**src/sram_timing_defs.svh**
```systemverilog
// Timing figures and pin layout constants for the static RAM controller
`ifndef SRAM_TIMING_DEFS_SVH
`define SRAM_TIMING_DEFS_SVH
`define CLK_PERIOD_NS     20
`define T_CYCLE_NS        55
`define T_ACCESS_NS       55
`define T_OE_ACCESS_NS    30
`define T_HIGHZ_NS        25
`define T_WRITE_PULSE_NS  40
`define T_CE_TO_END_NS    45
`define T_DATA_SETUP_NS   25
`define T_RECOVERY_MS     5
// Nanosecond times round up to whole cycles, never below one cycle, with one cycle more for access; the recovery count rounds down
`define CYC_UP(ns)  ((((ns) + `CLK_PERIOD_NS - 1) / `CLK_PERIOD_NS) < 1 ? 1 : \
                     (((ns) + `CLK_PERIOD_NS - 1) / `CLK_PERIOD_NS))
`define CYC_ACCESS  (`CYC_UP(`T_ACCESS_NS) + 1)
`define CYC_CYCLE   `CYC_UP(`T_CYCLE_NS)
`define CYC_WPULSE  `CYC_UP(`T_CE_TO_END_NS)
`define CYC_HIGHZ   `CYC_UP(`T_HIGHZ_NS)
`define CYC_RECOVERY_DEF ((`T_RECOVERY_MS * 1000000) / `CLK_PERIOD_NS)
`define LOW_LANE_MSB  7
`define HIGH_LANE_LSB 8
`endif

```
**src/sram_ctrl_pkg.sv**
```systemverilog
// Types shared by the static RAM controller modules
package sram_ctrl_pkg;
   typedef enum logic [6:0] {
      ST_IDLE    = 7'b0000001,
      ST_READ    = 7'b0000010,
      ST_RFLOAT  = 7'b0000100,
      ST_WRITE   = 7'b0001000,
      ST_WEND    = 7'b0010000,
      ST_SLEEP   = 7'b0100000,
      ST_RECOVER = 7'b1000000
   } phase_type;
endpackage

```
**src/sram_wait_if.sv**
```systemverilog
// Interface between the sequencer and its cycle timer
`timescale 1ns/1ns
`default_nettype none
interface sram_wait_if;
   logic        load;
   logic [23:0] count;
   logic        done;
   modport seq (output load, output count, input done);
   modport tmr (input load, input count, output done);
endinterface
`default_nettype wire

```
**src/sram_host_ctrl.sv**
```systemverilog
// Controller that drives an asynchronous 256K x 16 static RAM
`timescale 1ns/1ns
`default_nettype none
`include "sram_timing_defs.svh"
// Functional notes
// - chip enable held before write ends
// - byte enable held before write ends
// - write control high throughout reads
// - never drive against possibly driving memory
// - deselect for retention, wait recovery after
module sram_host_ctrl #(
   parameter int ADDR_W       = 18,
   parameter int DATA_W       = 16,
   parameter int RECOVERY_CYC = `CYC_RECOVERY_DEF
) (
   input  wire logic              clk,
   input  wire logic              nrst,
   input  wire logic              reqValid,
   input  wire logic              reqWrite,
   input  wire logic [ADDR_W-1:0] reqAddr,
   input  wire logic [DATA_W-1:0] reqWdata,
   input  wire logic [1:0]        reqLanes,
   input  wire logic              sleepReq,
   input  wire logic              wakeReq,
   output logic                   reqReady,
   output logic                   rdValid,
   output logic [DATA_W-1:0]      rdData,
   output logic                   asleep,
   output logic [ADDR_W-1:0]      word_address,
   output logic                   chipEnable_n,
   output logic                   chipSelect,
   output logic                   outEnable_n,
   output logic                   writeRead,
   output logic                   low_byte_enable_n,
   output logic                   high_byte_enable_n,
   input  wire logic [DATA_W-1:0] data_pins_in,
   output logic [DATA_W-1:0]      data_pins_out,
   output logic [DATA_W-1:0]      data_pins_oe
);
   // Refuse widths and counts that the pin map and the timer cannot serve
   if (ADDR_W != 18 || DATA_W != 16
       || RECOVERY_CYC < 1 || RECOVERY_CYC > 16777215) begin : g_badParams
      $error("sram_host_ctrl: unsupported parameter value");
   end

   ////////////////////////////////////////////////////////////////////////////
   // Reset release
   logic rstMeta_q;
   logic rstSync;
   always_ff @(posedge clk or negedge nrst) begin
      if (!nrst) begin
         rstMeta_q <= 1'b0;
         rstSync   <= 1'b0;
      end else begin
         rstMeta_q <= 1'b1;
         rstSync   <= rstMeta_q;
      end
   end

   ////////////////////////////////////////////////////////////////////////////
   // Cycle timer
   sram_wait_if waitBus ();
   sram_wait_timer u_timer (
      .clk     (clk),
      .rstSync (rstSync),
      .tmr     (waitBus)
   );

   // Expand a two-bit lane mask into per-pin enables
   function automatic logic [DATA_W-1:0] laneMask(input logic [1:0] lanes);
      laneMask = {{8{lanes[1]}}, {8{lanes[0]}}};
   endfunction

   ////////////////////////////////////////////////////////////////////////////
   // Sequencer state
   sram_ctrl_pkg::phase_type st_q, st_d;
   logic              ready_q, ready_d, rdv_q, rdv_d, sleep_q, sleep_d;
   logic [DATA_W-1:0] rdat_q, rdat_d, wdat_q, wdat_d, oe_q, oe_d;
   logic [ADDR_W-1:0] addr_q, addr_d;
   logic              ce_q, ce_d, cs_q, cs_d, oen_q, oen_d, wr_q, wr_d;
   logic [1:0]        lanes_q, lanes_d;
   logic              load;
   logic [23:0]       count;

   // Next-state and pin decisions for every phase
   always_comb begin
      st_d = st_q;  ready_d = 1'b0;  rdv_d = 1'b0;  sleep_d = sleep_q;
      rdat_d = rdat_q;  wdat_d = wdat_q;  oe_d = oe_q;  addr_d = addr_q;
      ce_d = ce_q;  cs_d = cs_q;  oen_d = oen_q;  wr_d = wr_q;  lanes_d = lanes_q;
      load = 1'b0;  count = 24'h000000;
      unique case (st_q)
         sram_ctrl_pkg::ST_IDLE: begin
            ce_d = 1'b1;  oen_d = 1'b1;  wr_d = 1'b1;  lanes_d = 2'h3;  oe_d = '0;
            ready_d = waitBus.done && !sleepReq;
            if (sleepReq && waitBus.done) begin
               cs_d = 1'b0;
               sleep_d = 1'b1;
               st_d = sram_ctrl_pkg::ST_SLEEP;
            end else if (ready_q && reqValid) begin
               ready_d = 1'b0;  // One request at a time
               addr_d = reqAddr;  ce_d = 1'b0;  cs_d = 1'b1;
               lanes_d = ~reqLanes;
               load = 1'b1;
               if (reqWrite) begin
                  wr_d = 1'b0;  // Write control low with enables: outputs stay floating
                  wdat_d = reqWdata;
                  count = 24'(`CYC_WPULSE - 1);
                  st_d = sram_ctrl_pkg::ST_WRITE;
               end else begin
                  oen_d = 1'b0;  // Bus already released
                  count = 24'(`CYC_ACCESS - 1);
                  st_d = sram_ctrl_pkg::ST_READ;
               end
            end
         end
         sram_ctrl_pkg::ST_READ: begin
            if (waitBus.done) begin
               rdat_d = data_pins_in & laneMask(~lanes_q);
               rdv_d = 1'b1;
               ce_d = 1'b1;  oen_d = 1'b1;  lanes_d = 2'h3;
               load = 1'b1;
               count = 24'(`CYC_HIGHZ - 1);
               st_d = sram_ctrl_pkg::ST_RFLOAT;
            end
         end
         sram_ctrl_pkg::ST_RFLOAT: begin
            if (waitBus.done) begin  // Float wait over: bus free again
               st_d = sram_ctrl_pkg::ST_IDLE;
            end
         end
         sram_ctrl_pkg::ST_WRITE: begin
            oe_d = laneMask(~lanes_q);  // Drive only enabled lanes, memory floated
            if (waitBus.done) begin
               wr_d = 1'b1;  // End write before releasing enables
               load = 1'b1;
               count = 24'h000001;
               st_d = sram_ctrl_pkg::ST_WEND;
            end
         end
         sram_ctrl_pkg::ST_WEND: begin
            ce_d = 1'b1;  lanes_d = 2'h3;  oe_d = '0;  // Zero hold
            if (waitBus.done) begin
               st_d = sram_ctrl_pkg::ST_IDLE;
            end
         end
         sram_ctrl_pkg::ST_SLEEP: begin
            if (wakeReq) begin
               load = 1'b1;
               count = 24'(RECOVERY_CYC);
               st_d = sram_ctrl_pkg::ST_RECOVER;
            end
         end
         sram_ctrl_pkg::ST_RECOVER: begin
            if (waitBus.done) begin
               sleep_d = 1'b0;
               st_d = sram_ctrl_pkg::ST_IDLE;
            end
         end
      endcase
   end

   assign waitBus.load  = load;
   assign waitBus.count = count;

   // Register every state bit and pin
   always_ff @(posedge clk or negedge rstSync) begin
      if (!rstSync) begin
         st_q <= sram_ctrl_pkg::ST_IDLE;
         ready_q <= 1'b0;  rdv_q <= 1'b0;  sleep_q <= 1'b0;
         rdat_q <= '0;  wdat_q <= '0;  oe_q <= '0;  addr_q <= '0;
         ce_q <= 1'b1;  cs_q <= 1'b0;  oen_q <= 1'b1;  wr_q <= 1'b1;  lanes_q <= 2'h3;
      end else begin
         st_q <= st_d;
         ready_q <= ready_d;  rdv_q <= rdv_d;  sleep_q <= sleep_d;
         rdat_q <= rdat_d;  wdat_q <= wdat_d;  oe_q <= oe_d;  addr_q <= addr_d;
         ce_q <= ce_d;  cs_q <= cs_d;  oen_q <= oen_d;  wr_q <= wr_d;  lanes_q <= lanes_d;
      end
   end

   assign reqReady           = ready_q;
   assign rdValid            = rdv_q;
   assign rdData             = rdat_q;
   assign asleep             = sleep_q;
   assign word_address       = addr_q;
   assign chipEnable_n       = ce_q;
   assign chipSelect         = cs_q;
   assign outEnable_n        = oen_q;
   assign writeRead          = wr_q;
   assign low_byte_enable_n  = lanes_q[0];
   assign high_byte_enable_n = lanes_q[1];
   assign data_pins_out      = wdat_q;
   assign data_pins_oe       = oe_q;
endmodule
`default_nettype wire

```
**src/sram_wait_timer.sv**
```systemverilog
// Down counter that times each phase of a memory cycle
`timescale 1ns/1ns
`default_nettype none
module sram_wait_timer (
   input  wire logic    clk,
   input  wire logic    rstSync,
   sram_wait_if.tmr     tmr
);
   logic [23:0] cnt_q;
   logic [23:0] cnt_d;

   // Load a count, then run down to zero
   always_comb begin
      cnt_d = cnt_q;
      if (tmr.load) begin
         cnt_d = tmr.count;
      end else if (cnt_q != 24'h000000) begin
         cnt_d = cnt_q - 24'h000001;
      end
   end

   always_ff @(posedge clk or negedge rstSync) begin
      if (!rstSync) begin
         cnt_q <= 24'h000000;
      end else begin
         cnt_q <= cnt_d;
      end
   end

   // Done depends on the count alone, so the sequencer's load decision never loops back
   assign tmr.done = (cnt_q == 24'h000000);
endmodule
`default_nettype wire

```
**config.mk**
```make
export PLATFORM = sky130hd
export DESIGN_NAME = sram_host_ctrl
export DESIGN_NICKNAME = d
export VERILOG_FILES = /design/src/sram_ctrl_pkg.sv /design/src/sram_wait_if.sv /design/src/sram_host_ctrl.sv /design/src/sram_wait_timer.sv
export VERILOG_INCLUDE_DIRS = /design/src
export SDC_FILE = /design/constraint.sdc
export NUM_CORES = 1
export LEC_CHECK = 0
export ABC_AREA = 1
export BUFFER_PORTS_ARGS = -buffer_cell sky130_fd_sc_hd__buf_2
export CORE_UTILIZATION = 52
export CTS_CLUSTER_SIZE = 28
export DETAILED_ROUTE_END_ITERATION = 12
export GPL_ROUTABILITY_DRIVEN = 0
export PLACE_DENSITY = 0.84
export SLEW_MARGIN = 0
export SYNTH_ARGS = -nofsm -noshare
export SYNTH_HDL_FRONTEND = slang
export SYNTH_HIERARCHICAL = 1
export SYNTH_SLANG_ARGS = --single-unit
```
**constraint.sdc**
```tcl
create_clock -name clk -period 3.35 [get_ports clk]
set_input_delay 0.335 -clock clk [delete_from_list [all_inputs] [get_ports clk]]
set_output_delay 0.335 -clock clk [all_outputs]
set_load 0.005 [all_outputs]
```
=== After elaboration in Yosys (flattened, before gate mapping) ===
Cells that the tools add are included.

* Flip-flop bits (word level): 108
* Output and inout port bits: 75
* Input port bits: 58

* Equality and inequality tests: 14
* Muxes and demuxes: 47
* Add/sub/neg operators: 1
* Reduce and logical (&&, ||, !) cells: 25
* Bitwise operators: 4

{| class="wikitable"
|+ Operators by type and width
! operator !! count
|-
| $pmux 18 s3 || 1
|-
| $mux 24 || 2
|-
| $mux 7 || 6
|-
| $pmux 7 s5 || 1
|-
| $pmux 16 s2 || 1
|-
| $logic_not 24->1 || 1
|-
| $reduce_bool 24->1 || 1
|-
| $sub 24x1->24 const B || 1
|-
| $mux 1 || 23
|-
| $mux 18 || 1
|-
| $and 16x16->16 || 1
|-
| $reduce_bool 2->1 || 6
|-
| $mux 2 || 5
|-
| $ne 2x2->1 const B || 5
|-
| $reduce_and 2->1 || 5
|-
| $eq 7x1->1 const B || 1
|-
| $eq 7x2->1 const B || 1
|-
| $eq 7x3->1 const B || 1
|-
| $eq 7x4->1 const B || 1
|-
| $eq 7x5->1 const B || 1
|-
| $eq 7x6->1 const B || 1
|-
| $eq 7x7->1 const B || 1
|-
| $pmux 1 s2 || 3
|-
| $pmux 1 s3 || 2
|-
| other kinds (14) || 19
|}

=== Longest topological paths before layout ===
* Depth in word-level cells: 5
* Mapped depth: 19
* Mapped depth without buffers: 16

=== By module ===
The synthesis kept the hierarchy.

{| class="wikitable"
|+ By module, submodules not included
! module !! cells an instance !! sequential area each (µm²) !! area an instance (µm²) !! times used
|-
| sram_host_ctrl || 352 || 1759.2 || 3024.2 || 1
|-
| sram_wait_timer || 254 || 600.6 || 1650.3 || 1
|}

=== Worst setup path after synthesis ===
OpenSTA, ideal clock, no wires.

* Path type: flip-flop to flip-flop
* From: register u_timer.cnt_q[0]
* To: register u_timer.cnt_q[0]
* Period minus slack after synthesis: 2420 ps
* Slack: 930 ps
* Arrival: 2293 ps
* Stages on the path, launching flop included: 18
* Cell sequence: dfrtp_1 -> inv_1 -> ha_1 -> nand3_1 -> nor2_1 -> nand3_2 -> inv_1 -> nand2_1 -> inv_1 -> nor2_2 -> nand2_4 -> buf_2 -> nand3_1 -> buf_2 -> inv_1 -> nand4_1 -> nand2_1 -> o21ai_0

* Word-level cells in the longest chain between the ends: 5

{| class="wikitable"
|+ Ends and longest elaborated chain
! item !! RTL line !! RTL
|-
| from (decl) || sram_wait_timer.sv:9 || <nowiki>logic [23:0] cnt_q;</nowiki>
|-
| from (signal assigned) || sram_wait_timer.sv:26 || <nowiki>cnt_q <= cnt_d;</nowiki>
|-
| $logic_not 24->1 (*) || sram_wait_timer.sv:31 || <nowiki>assign tmr.done = (cnt_q == 24'h000000);</nowiki>
|-
| named net waitBus.done || sram_wait_if.sv:7 || <nowiki>logic done;</nowiki>
|-
| $logic_and 1x1->1 || sram_host_ctrl.sv:95 || <nowiki>if (sleepReq && waitBus.done) begin</nowiki>
|-
| $mux 1 || sram_host_ctrl.sv:95 ||
|-
| $pmux 1 s3 (*) || sram_host_ctrl.sv:91 || <nowiki>unique case (st_q)</nowiki>
|-
| named net load || sram_host_ctrl.sv:82 || <nowiki>logic load;</nowiki>
|-
| $mux 24 or $reduce_bool 2->1 (tied branches) || n/a ||
|}

The timed path passes the listed nets; every way through them passes the cells marked *. The select of a mux whose other input is x is not followed.
A chain may end at the register's enable or synchronous reset.

=== Worst setup path after layout ===
* From: register u_timer.cnt_q[0]
* To: register u_timer.cnt_q[1]

* Word-level cells in the longest chain between the ends: 5

{| class="wikitable"
|+ Ends and longest elaborated chain
! item !! RTL line
|-
| $logic_not 24->1 (*) || sram_wait_timer.sv:31
|-
| named net waitBus.done || sram_wait_if.sv:7
|-
| $logic_and 1x1->1 || sram_host_ctrl.sv:95
|-
| $mux 2 or $mux 1 (tied branches) || sram_host_ctrl.sv:95
|-
| $pmux 18 s3 or $pmux 1 s3 (tied branches) || sram_host_ctrl.sv:91
|-
| $mux 24 or $reduce_bool 2->1 (tied branches) || n/a
|}

Marks and branches as above.

==> metrics.log <==
INFO  metric status = finished, final reports clean
INFO  metric path_common_cell = sky130_fd_sc_hd__inv_1
INFO  metric dominant_combinational_cell_family_by_area_after_synthesis = simple AND/OR/NAND/NOR gates
INFO  metric num-nets-final = 798
INFO  metric floorplan.initialDensity = 53.6%
INFO  metric drtPass1Iterations = 5
INFO  metric post-route-min-period = 2690 ps
INFO  metric setup_violation_total_in_the_final_timing_report = 0
INFO  metric synth.most_common_cell = sky130_fd_sc_hd__nand2_1
INFO  metric ys_ff_latch = 94
INFO  metric io_buffers = 132
INFO  metric leakage = 3.15 nW
INFO  metric postSynthCellCount = 606
INFO  metric cts.sink_count = 94
INFO  metric timing.critical_path.slowest_stage_cell = sky130_fd_sc_hd__dfrtp_1
INFO  metric area_growth = 18.9%
INFO  metric post_synth_most_frequent_cells = sky130_fd_sc_hd__nand2_1, sky130_fd_sc_hd__dfrtp_1, sky130_fd_sc_hd__nor2_1
INFO  metric synthSimpleGateAreaFrac = 36.6%
INFO  metric max_slew.worst_pin.slew = 1170 ps
INFO  metric postSynthAreaPerCell = 7.71 µm²
INFO  metric route.vias.total = 4317
INFO  metric rsz0062_at_grt = false
INFO  metric synth.mux.area_fraction = 0%
INFO  metric final_util = 63.7%
INFO  metric finish.cell_count_without_fillers = 851
INFO  metric combined_area_of_all_synthesized_cells = 4670 µm²
INFO  metric yosysTopAreaCellShare = 47.1%
INFO  metric max_freq = 372 MHz
INFO  metric setup_tns = 0 ps
INFO  metric hold_path.class = in -> reg
INFO  metric fp.dieH = 96.8 µm
INFO  metric tritoncts = built
INFO  metric cts-root-to-sink-buffers = 2
INFO  metric cts_max_level = 3
INFO  metric ctsRootBufferMaster = sky130_fd_sc_hd__clkbuf_8
INFO  metric cts_made_buffers = 9
INFO  metric hold_path_startpoint = reqLanes[0]
INFO  metric max_stage_delay = 420 ps
INFO  metric cp_data_required_time = 3600 ps
INFO  metric timing.final.max_slew_violations = 0
INFO  metric groute.usage.overall = 24.2%
INFO  metric vdd_ir_drop_max = 282 µV
INFO  metric post_detail_place_hpwl = 8130 µm
INFO  metric initialDrtViolationCount = 225
INFO  metric layout-drive-gt1-share = 25.3%
INFO  metric power_per_cell_area = 456 nW/µm²
INFO  metric final_clock_period_utilization_by_the_worst_path = 80.2%
INFO  metric yosys.area.top_type = sky130_fd_sc_hd__dfrtp_1
INFO  metric cells_taking_the_most_area_after_synthesis = sky130_fd_sc_hd__dfrtp_1, sky130_fd_sc_hd__nand2_1, sky130_fd_sc_hd__nor2_1, sky130_fd_sc_hd__nand3_1, sky130_fd_sc_hd__dfstp_2
INFO  metric placeableCoreArea = 8720 µm²
INFO  metric routed_via_density = 5.07
INFO  metric worst_setup_path_startpoint = u_timer/cnt_q[0]
INFO  metric worst_setup_path_end_kind = flip-flop
INFO  metric rows = 34
INFO  metric post_synth_xor_area_fraction = 1.69%
INFO  metric type_of_origin_of_the_critical_path = flip-flop
INFO  metric grt_first_pass_wirelength = 18600 µm
INFO  metric initial_antenna_violation_count = 0
INFO  metric post_synth_fa_ha_maj_area_fraction = 0.535%
INFO  metric drt-wirelength-per-cell = 13.1 µm
INFO  metric fin_worst_skew = 11.4 ps
INFO  metric timing.rr.end = u_timer/cnt_q[1]
INFO  metric worstSkewPairLatency = 370 ps
INFO  metric final_antenna_net_count = 0
INFO  metric compound_gate_portion_of_the_synthesized_area = 3.05%
INFO  metric i_o_pin_count = 133
INFO  metric yosysWarningCount = 6
INFO  metric setup.reg_to_reg.worst_slack = 660 ps
INFO  metric r2r.worst_path.cells = 15
INFO  metric synthDistinctLibCells = 35
INFO  metric die-width = 96.8 µm
INFO  metric post_synthesis_async_set_or_reset_flop_share = 100%
INFO  metric maxCapViolations = 0
INFO  metric via_count_of_the_first_global_routing_pass = 4195
INFO  metric crit_type = reg -> reg
INFO  metric grt_overflow = 0
INFO  metric synth_edf_count = 0
INFO  metric worst_setup_hold_path_clk_slew = 100 ps
INFO  metric antennaDiodeCount = 0
INFO  metric critical_path_peak_fanout = 23
INFO  metric hold_violations = 0
INFO  metric place.detailed.instances = 834
INFO  metric synth_seq_area_share = 50.5%
INFO  metric drt_drc_violations_left = 0
INFO  metric ys.flop_type = sky130_fd_sc_hd__dfrtp_1
INFO  metric grt_max_degree = 93
INFO  metric worstHoldPathCells = 2
INFO  metric rr_startpoint = u_timer/cnt_q[0]
INFO  metric post_cts.resized_instances = 0
INFO  metric layout.filler_cells = 726
INFO  metric dieArea = 9370 µm²
INFO  metric total_detailed_routing_wirelength = 11100 µm
INFO  metric critical_path_arrival = 2930 ps
INFO  metric critical_path.cell_chain = inv_1 > ha_1 > nand3_1 > nor2_1 > nand3_2 > inv_1 > nand2_1 > inv_1 > nor2_2 > nand2_4 > inv_1 > nand2_1 > o21ai_0 > nand2_1 > o21ai_0
INFO  metric maxSlewHeadroom = 22.3%
INFO  metric worstHoldEndpoint = lanes_q[0]
[metal layers]
metal | wire (µm) | part of all wire (%) | global-route usage [%] | vias to the layer above
met3 | 664 | 6.0 | 5.71 | 26
met5 | 0 | 0 | 0 | -
met2 | 5550 | 50 | 41.2 | 169
li1 | - | - | - | 2105
met1 | 4760 | 43 | 30.3 | 2017
met4 | 173 | 1.6 | 7.92 | 0
[where the power goes]
part	internal, mW	total (mW)	switching, mW
Clock	0.354	0.784	0.430
Combinational	0.158	0.453	0.295
Sequential	1.20	1.30	0.0927
Total	1.72	2.53	0.817
[sequential cells by signal, summed over array words and instances, names as in the netlist]
signal,count
rdData,16
rdValid,1
lanes_q,2
data_pins_oe,2
data_pins_out,16
rstSync,1
asleep,1
st_q,7
u_timer/cnt_q,24
chipSelect,1
chipEnable_n,1
rstMeta_q,1
outEnable_n,1
writeRead,1
word_address,18
reqReady,1
[critical path, delay by kind of cell (launching register included)]
| family | cells | cell delay, ps |
|---|---|---|
| compound gates | 2 | 170 |
| buf+inv | 4 | 760 |
| simple gates | 8 | 1030 |
| flops | 1 | 420 |
| fa+ha+maj | 1 | 190 |
[worst max path at each step]
stage	endpoint
floorplan	asleep
global placement	u_timer/cnt_q[1]
detailed placement	u_timer/cnt_q[1]
CTS	u_timer/cnt_q[1]
global route	u_timer/cnt_q[1]
finish	u_timer/cnt_q[1]
[timing repair]
| item | 4_1_cts | 5_1_grt |
|---|---|---|
| hold endpoints to repair | 2 | 0 |
| setup buffers | 0 | 0 |
| hold buffers | 1 | 0 |
[placed cells by master (no fill, tap or decap), drive strengths merged]
cell	instances
nor2	64
a31oi	1
nand3b	3
nor3	4
inv	43
o21bai	1
dfstp	6
and3	1
a21oi	2
bufinv	1
nand3	36
clkinv	3
clkinvlp	2
ha	2
o21ai	19
nand4	7
or2	2
a22oi	2
xor2	4
dlygate4sd3	1
conb	16
dfrtp	88
buf	133
o22a	1
clkbuf	9
nand2	287
xnor2	5
[area by class of cell]
class,instances,area (µm²),area share [%]
Timing Repair Buffer,134,678,12.2
Inverter,42,160,2.88
Clock inverter,7,78.8,1.42
Tap cell,108,135,2.43
Multi-Input combinational cell,457,2020,36.3
Sequential cell,94,2360,42.5
Clock buffer,9,124,2.23
[logic make-up after synthesis]
logic type | Yosys count
AO/OA/AOI/OAI | 26
XOR/XNOR | 9
adder cells (fa/ha/maj) | 2
buffers and inverters | 69
flip-flops | 94
other | 2
AND/OR/NAND/NOR | 404
[per-stage QoR]
step | total power [mW] | setup WS, ps | hold slack [ps] | instance area (µm²)
2_1_floorplan | 1.62 | 548 | 39.4 | 4730
3_3_place_gp | 1.73 | 851 | 119 | 5340
3_5_place_dp | 1.76 | 713 | 121 | 5340
4_1_cts | 2.54 | 694 | 106 | 5560
5_1_grt | 2.66 | 343 | 117 | 5560
6_report | 2.53 | 664 | 124 | 5560
Note: power is estimated with default switching activity, not from simulation.
